**src/verilog/wdpd_pkg.sv**
```systemverilog
package wdpd_pkg;

  // divider setting codes
  localparam logic [1:0] DIV_SEL_NONE  = 2'h0;
  localparam logic [1:0] DIV_SEL_THREE = 2'h1;
  localparam logic [1:0] DIV_SEL_FIVE  = 2'h2;
  localparam logic [1:0] DIV_SEL_SEVEN = 2'h3;

  // division ratios of the slow oscillator
  localparam logic [2:0] DIV_RATIO_THREE = 3'h3;
  localparam logic [2:0] DIV_RATIO_FIVE  = 3'h5;
  localparam logic [2:0] DIV_RATIO_SEVEN = 3'h7;

  // prescale code range and base interval
  localparam int unsigned SEL_W           = 4;
  localparam logic [3:0]  SEL_LAST_VALID  = 4'h9;
  localparam int unsigned WD_BASE_CYCLES  = 2048;
  localparam int unsigned WD_MAX_CYCLES   = 1048576;
  localparam int unsigned WD_CNT_W        = 22;

  // watchdog sequence phases
  typedef enum logic [1:0] {
    WDPD_IDLE,
    WDPD_FIRST,
    WDPD_SECOND
  } wdpd_phase_t;

  // divider state
  typedef struct packed {
    logic [1:0] sel_reg;
    logic [2:0] cnt_reg;
    logic       tick_reg;
  } wdpd_div_st_t;

  // oscillator sampling chain
  typedef struct packed {
    logic s1_reg;
    logic s2_reg;
    logic prev_reg;
    logic tick_reg;
  } wdpd_sync_t;

  // watchdog outputs
  typedef struct packed {
    logic early_reg;
    logic timeout_reg;
    logic wd_clk_reg;
    logic reserved_reg;
    logic active_reg;
  } wdpd_out_t;

  // top state
  typedef struct packed {
    wdpd_sync_t             sync;
    wdpd_phase_t            phase_reg;
    logic [WD_CNT_W-1:0]    cnt_reg;
    logic [SEL_W-1:0]       code_reg;
    wdpd_out_t              out;
  } wdpd_st_t;

endpackage : wdpd_pkg

```
**src/verilog/wdpd_clk_div.sv**
```systemverilog
`timescale 1ns/1ps
`default_nettype none

module wdpd_clk_div (
  // clock and reset
  input  wire logic       ref_clk,
  input  wire logic       arst_n,
  input  wire logic       clk_en,
  // control
  input  wire logic       osc_tick,
  input  wire logic [1:0] div_sel,
  // divided tick
  output logic            wd_tick
);

  wdpd_pkg::wdpd_div_st_t st_reg;
  wdpd_pkg::wdpd_div_st_t st_next;

  // ratio for a divider setting
  function automatic logic [2:0] div_limit(input logic [1:0] sel);
    case (sel)
      wdpd_pkg::DIV_SEL_THREE: div_limit = wdpd_pkg::DIV_RATIO_THREE;
      wdpd_pkg::DIV_SEL_FIVE:  div_limit = wdpd_pkg::DIV_RATIO_FIVE;
      wdpd_pkg::DIV_SEL_SEVEN: div_limit = wdpd_pkg::DIV_RATIO_SEVEN;
      default:                 div_limit = 3'h1;
    endcase
  endfunction : div_limit

  // count oscillator ticks, restart on setting change
  always_comb begin
    st_next          = st_reg;
    st_next.tick_reg = 1'b0;
    st_next.sel_reg  = div_sel;
    if (div_sel != st_reg.sel_reg) begin
      st_next.cnt_reg = 3'h0;
    end else if (osc_tick) begin
      if (st_reg.cnt_reg == div_limit(div_sel) - 3'h1) begin
        st_next.cnt_reg  = 3'h0;
        st_next.tick_reg = 1'b1;
      end else begin
        st_next.cnt_reg = st_reg.cnt_reg + 3'h1;
      end
    end
  end

  // state register, frozen while clk_en is low
  always_ff @(posedge ref_clk or negedge arst_n) begin
    if (!arst_n) begin
      st_reg <= '0;
    end else if (clk_en) begin
      st_reg <= st_next;
    end
  end

  assign wd_tick = st_reg.tick_reg;

  div_five_a: assert property (@(posedge ref_clk) disable iff (!arst_n)
    (clk_en && $past(clk_en) && st_reg.tick_reg && st_reg.sel_reg == wdpd_pkg::DIV_SEL_FIVE)
    |-> ($past(st_reg.cnt_reg) == 3'h4 && $past(osc_tick)))
    else $error("divide by five tick out of place");

  div_seven_a: assert property (@(posedge ref_clk) disable iff (!arst_n)
    (clk_en && $past(clk_en) && st_reg.tick_reg && st_reg.sel_reg == wdpd_pkg::DIV_SEL_SEVEN)
    |-> ($past(st_reg.cnt_reg) == 3'h6 && $past(osc_tick)))
    else $error("divide by seven tick out of place");

  div_three_a: assert property (@(posedge ref_clk) disable iff (!arst_n)
    (clk_en && osc_tick && div_sel == wdpd_pkg::DIV_SEL_THREE
     && st_reg.sel_reg == wdpd_pkg::DIV_SEL_THREE && st_reg.cnt_reg == 3'h2)
    |=> (!clk_en || st_reg.tick_reg))
    else $error("divide by three tick missing");

endmodule : wdpd_clk_div

`default_nettype wire

```
**src/verilog/wdpd_top.sv**
```systemverilog
// Behaviour
// - With divider setting two the watchdog counter advances once per five slow oscillator cycles.
// - With divider setting three the watchdog counter advances once per seven slow oscillator cycles.
// - Prescale codes 0 to 9 give a first time-out after 2048 counter clocks, doubling per step to 1048576.
// - The early warning fires at the first time-out and the final time-out follows one equal interval later.
// - With divider setting one the watchdog counter advances once per three slow oscillator cycles.
`timescale 1ns/1ps
`default_nettype none

module wdpd_top #(
  parameter int unsigned BASE_CYCLES = wdpd_pkg::WD_BASE_CYCLES
) (
  // clock and reset
  input  wire logic       ref_clk,
  input  wire logic       arst_n,
  input  wire logic       clk_en,
  // slow oscillator pin
  input  wire logic       slow_osc_clock,
  // control from software
  input  wire logic       wd_enable,
  input  wire logic       wd_restart,
  input  wire logic [1:0] div_sel,
  input  wire logic       timeout_select_bit3,
  input  wire logic       timeout_select_bit2,
  input  wire logic       timeout_select_bit1,
  input  wire logic       timeout_select_bit0,
  // watchdog events and status
  output logic            early_warning,
  output logic            wd_timeout,
  output logic            wd_counter_clock,
  output logic            reserved_select,
  output logic            wd_active
);

  // counter width
  localparam int unsigned CW = wdpd_pkg::WD_CNT_W;

  // registered state and its next value
  wdpd_pkg::wdpd_st_t st_reg;
  wdpd_pkg::wdpd_st_t st_next;

  // decoded controls and counter arithmetic
  logic [3:0] code;
  logic       wd_tick;
  logic       code_bad;
  logic [CW-1:0] interval;
  logic [CW-1:0] cnt_inc;

  // interval in counter clocks for a prescale code
  function automatic logic [CW-1:0] code_interval(input logic [3:0] sel);
    logic [CW-1:0] base;
    base          = CW'(BASE_CYCLES);
    code_interval = base << sel;
  endfunction : code_interval

  // gather the select bits
  assign code     = {timeout_select_bit3, timeout_select_bit2,
                     timeout_select_bit1, timeout_select_bit0};
  assign code_bad = code > wdpd_pkg::SEL_LAST_VALID;
  assign interval = code_interval(code);
  assign cnt_inc  = st_reg.cnt_reg + CW'(1);

  // divider of the sampled oscillator
  wdpd_clk_div wdpd_clk_div_inst (
    .ref_clk  (ref_clk),
    .arst_n   (arst_n),
    .clk_en   (clk_en),
    .osc_tick (st_reg.sync.tick_reg),
    .div_sel  (div_sel),
    .wd_tick  (wd_tick)
  );

  // next-state logic: sampling, counting, phases
  always_comb begin
    st_next = st_reg;

    // two-flop sampling then rising edge detect
    st_next.sync.s1_reg   = slow_osc_clock;
    st_next.sync.s2_reg   = st_reg.sync.s1_reg;
    st_next.sync.prev_reg = st_reg.sync.s2_reg;
    st_next.sync.tick_reg = st_reg.sync.s2_reg & ~st_reg.sync.prev_reg;

    // one-cycle event pulses, then the reserved flag and code copy
    st_next.out.early_reg    = 1'b0;
    st_next.out.timeout_reg  = 1'b0;
    st_next.out.wd_clk_reg   = wd_tick;
    st_next.out.reserved_reg = code_bad;
    st_next.code_reg         = code;

    if (!wd_enable) begin
      st_next.phase_reg = wdpd_pkg::WDPD_IDLE;
      st_next.cnt_reg   = '0;
    end else if (wd_restart || st_reg.phase_reg == wdpd_pkg::WDPD_IDLE) begin
      st_next.phase_reg = wdpd_pkg::WDPD_FIRST;
      st_next.cnt_reg   = '0;
    end else if (code_bad) begin
      // undefined codes hold the counter
      st_next.cnt_reg = st_reg.cnt_reg;
    end else if (wd_tick) begin
      case (st_reg.phase_reg)
        wdpd_pkg::WDPD_FIRST: begin
          if (cnt_inc >= interval) begin
            st_next.cnt_reg       = '0;
            st_next.phase_reg     = wdpd_pkg::WDPD_SECOND;
            st_next.out.early_reg = 1'b1;
          end else begin
            st_next.cnt_reg = cnt_inc;
          end
        end
        wdpd_pkg::WDPD_SECOND: begin
          if (cnt_inc >= interval) begin
            st_next.cnt_reg         = '0;
            st_next.phase_reg       = wdpd_pkg::WDPD_FIRST;
            st_next.out.timeout_reg = 1'b1;
          end else begin
            st_next.cnt_reg = cnt_inc;
          end
        end
        default: begin
          st_next.cnt_reg   = '0;
          st_next.phase_reg = wdpd_pkg::WDPD_IDLE;
        end
      endcase
    end

    st_next.out.active_reg = st_next.phase_reg != wdpd_pkg::WDPD_IDLE;
  end

  // state register, frozen while clk_en is low
  always_ff @(posedge ref_clk or negedge arst_n) begin
    if (!arst_n) begin
      st_reg <= '0;
    end else if (clk_en) begin
      st_reg <= st_next;
    end
  end

  // outputs straight from the state register
  assign early_warning    = st_reg.out.early_reg;
  assign wd_timeout       = st_reg.out.timeout_reg;
  assign wd_counter_clock = st_reg.out.wd_clk_reg;
  assign reserved_select  = st_reg.out.reserved_reg;
  assign wd_active        = st_reg.out.active_reg;

  // helper: counter clocks since the sequence last began
  logic [CW:0] span_reg;
  logic [CW:0] span_goal;

  assign span_goal = {interval, 1'b0};

  // span counter follows the same gating as the main counter
  always_ff @(posedge ref_clk or negedge arst_n) begin
    if (!arst_n) begin
      span_reg <= '0;
    end else if (clk_en) begin
      if (!wd_enable || wd_restart || st_reg.phase_reg == wdpd_pkg::WDPD_IDLE
          || st_reg.out.timeout_reg || code != st_reg.code_reg) begin
        span_reg <= '0;
      end else if (wd_tick && !code_bad) begin
        span_reg <= span_reg + (CW+1)'(1);
      end
    end
  end

  // early warning only on the interval-th counter clock of the first phase
  early_at_interval_a: assert property (@(posedge ref_clk) disable iff (!arst_n)
    (clk_en && $past(clk_en) && st_reg.out.early_reg)
    |-> ($past(st_reg.phase_reg) == wdpd_pkg::WDPD_FIRST
         && $past(st_reg.cnt_reg) + CW'(1) >= $past(interval) && $past(wd_tick)))
    else $error("early warning not at the selected interval");

  // two full intervals under one code always end in the final time-out
  final_twice_a: assert property (@(posedge ref_clk) disable iff (!arst_n)
    (clk_en && !code_bad && code == st_reg.code_reg
     && span_reg == span_goal)
    |-> st_reg.out.timeout_reg)
    else $error("final time-out not after two intervals");

  // final time-out never later than twice the interval
  final_after_early_a: assert property (@(posedge ref_clk) disable iff (!arst_n)
    (clk_en && wd_enable && !wd_restart && !code_bad && st_reg.out.timeout_reg
     && code == st_reg.code_reg)
    |-> span_reg <= span_goal)
    else $error("final time-out later than twice the interval");

  // reserved codes raise no events
  reserved_hold_a: assert property (@(posedge ref_clk) disable iff (!arst_n)
    (clk_en && code_bad && wd_enable && !wd_restart
     && st_reg.phase_reg != wdpd_pkg::WDPD_IDLE)
    |=> (!clk_en || (!st_reg.out.early_reg && !st_reg.out.timeout_reg)))
    else $error("event raised under reserved prescale code");

  // counter clock output mirrors the divider tick
  clk_mirror_a: assert property (@(posedge ref_clk) disable iff (!arst_n)
    $past(clk_en)
    |-> wd_counter_clock == $past(wd_tick))
    else $error("counter clock output out of step with divider");

  // reserved flag follows the prescale code
  reserved_flag_a: assert property (@(posedge ref_clk) disable iff (!arst_n)
    $past(clk_en)
    |-> reserved_select == ($past(code) > wdpd_pkg::SEL_LAST_VALID))
    else $error("reserved flag does not follow the code");

  // early warning hands over to the second interval from zero
  early_handover_a: assert property (@(posedge ref_clk) disable iff (!arst_n)
    st_reg.out.early_reg
    |-> (st_reg.phase_reg == wdpd_pkg::WDPD_SECOND && st_reg.cnt_reg == '0))
    else $error("second interval not started at early warning");

  // disabling returns to idle without events
  disable_idle_a: assert property (@(posedge ref_clk) disable iff (!arst_n)
    (clk_en && !wd_enable)
    |=> (!wd_active && !early_warning && !wd_timeout))
    else $error("watchdog not idle after disable");

  // clock enable low holds every state bit
  frozen_state_a: assert property (@(posedge ref_clk) disable iff (!arst_n)
    !clk_en
    |=> $stable(st_reg))
    else $error("state moved while clock enable low");

endmodule : wdpd_top

`default_nettype wire
```
**config.mk**
```make
export PLATFORM = sky130hd
export DESIGN_NAME = wdpd_top
export DESIGN_NICKNAME = d
export VERILOG_FILES = /design/src/verilog/wdpd_pkg.sv /design/src/verilog/wdpd_clk_div.sv /design/src/verilog/wdpd_top.sv
export SDC_FILE = /design/constraint.sdc
export NUM_CORES = 1
export LEC_CHECK = 0
export ABC_AREA = 1
export ABC_CLOCK_PERIOD_IN_PS = 7800
export BUFFER_PORTS_ARGS = -buffer_cell sky130_fd_sc_hd__buf_4
export CORE_MARGIN = 4
export CORE_UTILIZATION = 55
export CTS_CLUSTER_SIZE = 30
export DETAILED_ROUTE_END_ITERATION = 8
export GPL_TIMING_DRIVEN = 0
export HOLD_SLACK_MARGIN = 0.15
export PLACE_DENSITY = 0.84
export SLEW_MARGIN = 20
export SYNTH_ARGS = -nofsm -noshare
export SYNTH_HDL_FRONTEND = slang
export SYNTH_SLANG_ARGS = --single-unit
```
**constraint.sdc**
```tcl
create_clock -name ref_clk -period 7.8 [get_ports ref_clk]
set_input_delay 1.56 -clock ref_clk [delete_from_list [all_inputs] [get_ports ref_clk]]
set_output_delay 1.56 -clock ref_clk [all_outputs]
set_load 0.02 [all_outputs]
```
==> reports/metrics.cfg <==
[logic_synthesis]
synth.top_cell.area_share_pct=36.9
syn_area_um2=2640
yosysWarnings=0
synth_ff_type=dfrtp_1
synth.net_count=373
ys_seq_area_share_pct=36.9
synth_cell_types=36
synthCells=344
avgSynthCellArea_um2=7.68
yosys.area.top_type=dfrtp_1
synth_edf_count=0
synth_seq_cells=39
synth_area_leaders=dfrtp_1, nand2_1, ha_1
synth-async-reset-ratio_pct=100

[route]
drt_drc_violations_left=0
viasPerCell=5.28
wl_um=5440
dr.first_iter.drc_count=123
dr.pass1.iters=7
wl_per_cell_um=13.0
ant_nets=0
via_count=2212

[clock_network]
post_cts_resized=0
cts_made_buffers=5
path_clk_slew_ns=0.07
cts_setup_buffers=0
clock_latency_ns=0.28
root_buffer=clkbuf_8
cts.sinks=39
cts_tree=yes
cts.path.max_buffers=2
hold_buffers=0
cts_htree_levels=2

[placed_design]
gp_congestion=0.862
dp_cells=412
numPortBuffers=16
hpwl_um=4110

[floorplanning]
fp.dieH_um=77.3
start_util_pct=58.7
ios=17
dieArea_um2=5980
core_um2=4500
rows=24
fp.dieW_um=77.3

[final_layout]
layout.cells.non_filler=419
fillCellCount=377
antenna_cells=0
drive_above_1_share_pct=13.9
fin_nets=396
largest_reg_flops=26
post-route-util_pct=65.1
area.growth.synth_to_final_pct=10.9

[pwr]
leakagePower_nw=1.46
irDropWorstVdd_v=0.000123
p_total_uw=419
p_per_area_nw_per_um2=143

[global_routing]
met1_usage_pct=25.1
use_met2_pct=33.5
grt_remaining_overflow=0
grt_start_max_net_pins=40
busiest_layer=met2
antenna_found_initial=0
grt_pass1_vias=2121
use_met3_pct=3.04
grt_usage_pct=19.3
grt_pass1_wl_um=9540

[setup_path]
crit_path_end_kind=register
critPathArrivalTime_ns=3.37
r2r_slack_ns=4.71
cp_max_fo=4
critical_path_class=in2reg
worstPathRequired_ns=7.95
crit_path_start_kind=primary input

[timing]
setup_violations=0
tightest_slew_ns=0.533
layout_min_cycle_time_ns=3.22
drv_slew=0
slew_headroom_pct=64.4
final-hold-violation-count=0
timing.fmax_ghz=0.311
fin_worst_skew_ns=0.00499
rsz0062_at_grt=false
fin_crit_sh_pct=41.2
fin_tns_setup_ns=0

[worst_hold_path]
min_path_type=reg2reg

[job]
drv_cap=0

[outcome]
status=completed

[placed cells by master, fill, tap and decap left out, drive strengths merged, types with 2 or more instances in the layout]
cell type,count
o21ai,24
buf,18
xnor2,4
nor3,9
nand2,107
inv,57
ha,17
clkbuf,9
nor2,22
nor4,2
nand3,14
or2,3
nand4,5
o22ai,9
a21oi,6
dfrtp,39
xor2,13
[area by class of cell]
cell class	instances	area, um^2	area share [%]
Clock inverter	1	30.0	1.02
Inverter	57	214	7.30
Sequential cell	39	976	33.3
Clock buffer	6	72.6	2.48
Multi-Input combinational cell	243	1430	48.6
Buffer	5	27.5	0.939
Tap cell	52	65.1	2.22
Timing Repair Buffer	16	120	4.10
[worst max-delay path, cell delays in order]
cell and delay (ns):
buf_4 0.12, nor2_1 0.24, nand2_1 0.10, ha_1 0.30, nand2_1 0.10, inv_1 0.04, a21oi_1 0.13, nand3_1 0.10
nand2_1 0.15, nand2_1 0.13, o21ai_0 0.18, inv_1 0.05, nand2_1 0.07, o21ai_0 0.09
[through the flow]
| stage | cell area (um^2) | hold WS [ns] | worst slack [ns] |
|---|---|---|---|
| 4_1_cts | 2930 | 0.488 | 4.63 |
| 3_5_place_dp | 2830 | 0.468 | 4.32 |
| 2_1_floorplan | 2640 | 0.434 | 4.71 |
| 6_report | 2930 | 0.488 | 4.58 |
| 5_1_grt | 2930 | 0.500 | 4.46 |
| 3_3_place_gp | 2830 | 0.439 | 4.42 |
[layer usage]
metal | wire, um | share of wire (%) | vias to the layer above
li1 | - | - | 1134
met1 | 2440 | 45 | 1015
met2 | 2700 | 50 | 56
met3 | 249 | 4.6 | 7
met4 | 58 | 1.1 | 0
met5 | 0 | 0 | -
[report_power, final]
part | internal (mW) | switching (mW) | total, mW
clock network | 0.0938 | 0.0677 | 0.162
logic | 0.0154 | 0.0301 | 0.0455
registers | 0.208 | 0.00399 | 0.212
[worst paths after layout]
check,startpoint,cells past startpoint,endpoint
max,timeout_select_bit3,14,st_reg[32]$_DFFE_PN0P_
min,wd_timeout$_DFFE_PN0P_,2,wd_timeout$_DFFE_PN0P_
max reg2reg,st_reg[9]$_DFFE_PN0P_,20,st_reg[32]$_DFFE_PN0P_
min reg2reg,wd_timeout$_DFFE_PN0P_,2,wd_timeout$_DFFE_PN0P_
max in group asynchronous,arst_n,1,st_reg[30]$_DFFE_PN0P_
min in group asynchronous,arst_n,1,st_reg[16]$_DFFE_PN0P_
[logic make-up after synthesis]
logic type	Yosys count	share of synthesized area, %
DFF	39	36.9
buffers and inverters	62	9.14
xor gates and xnor gates	17	5.92
muxes	1	0.852
AOI/OAI and AO/OA	44	12.0
adders and majority gates	17	8.05
and+or+nand+nor	164	27.1
[cells in the mapped netlist, drive strengths merged (3+ instances only)]
library cell  count
xnor2             4
ha               17
or2               3
inv              57
nor3              9
a21oi             6
nand4             5
nor2             22
o22ai             9
dfrtp            39
nand2           107
o21ai            24
nand3            14
clkbuf            3
xor2             13
Note: power is estimated with default switching activity, not from simulation.
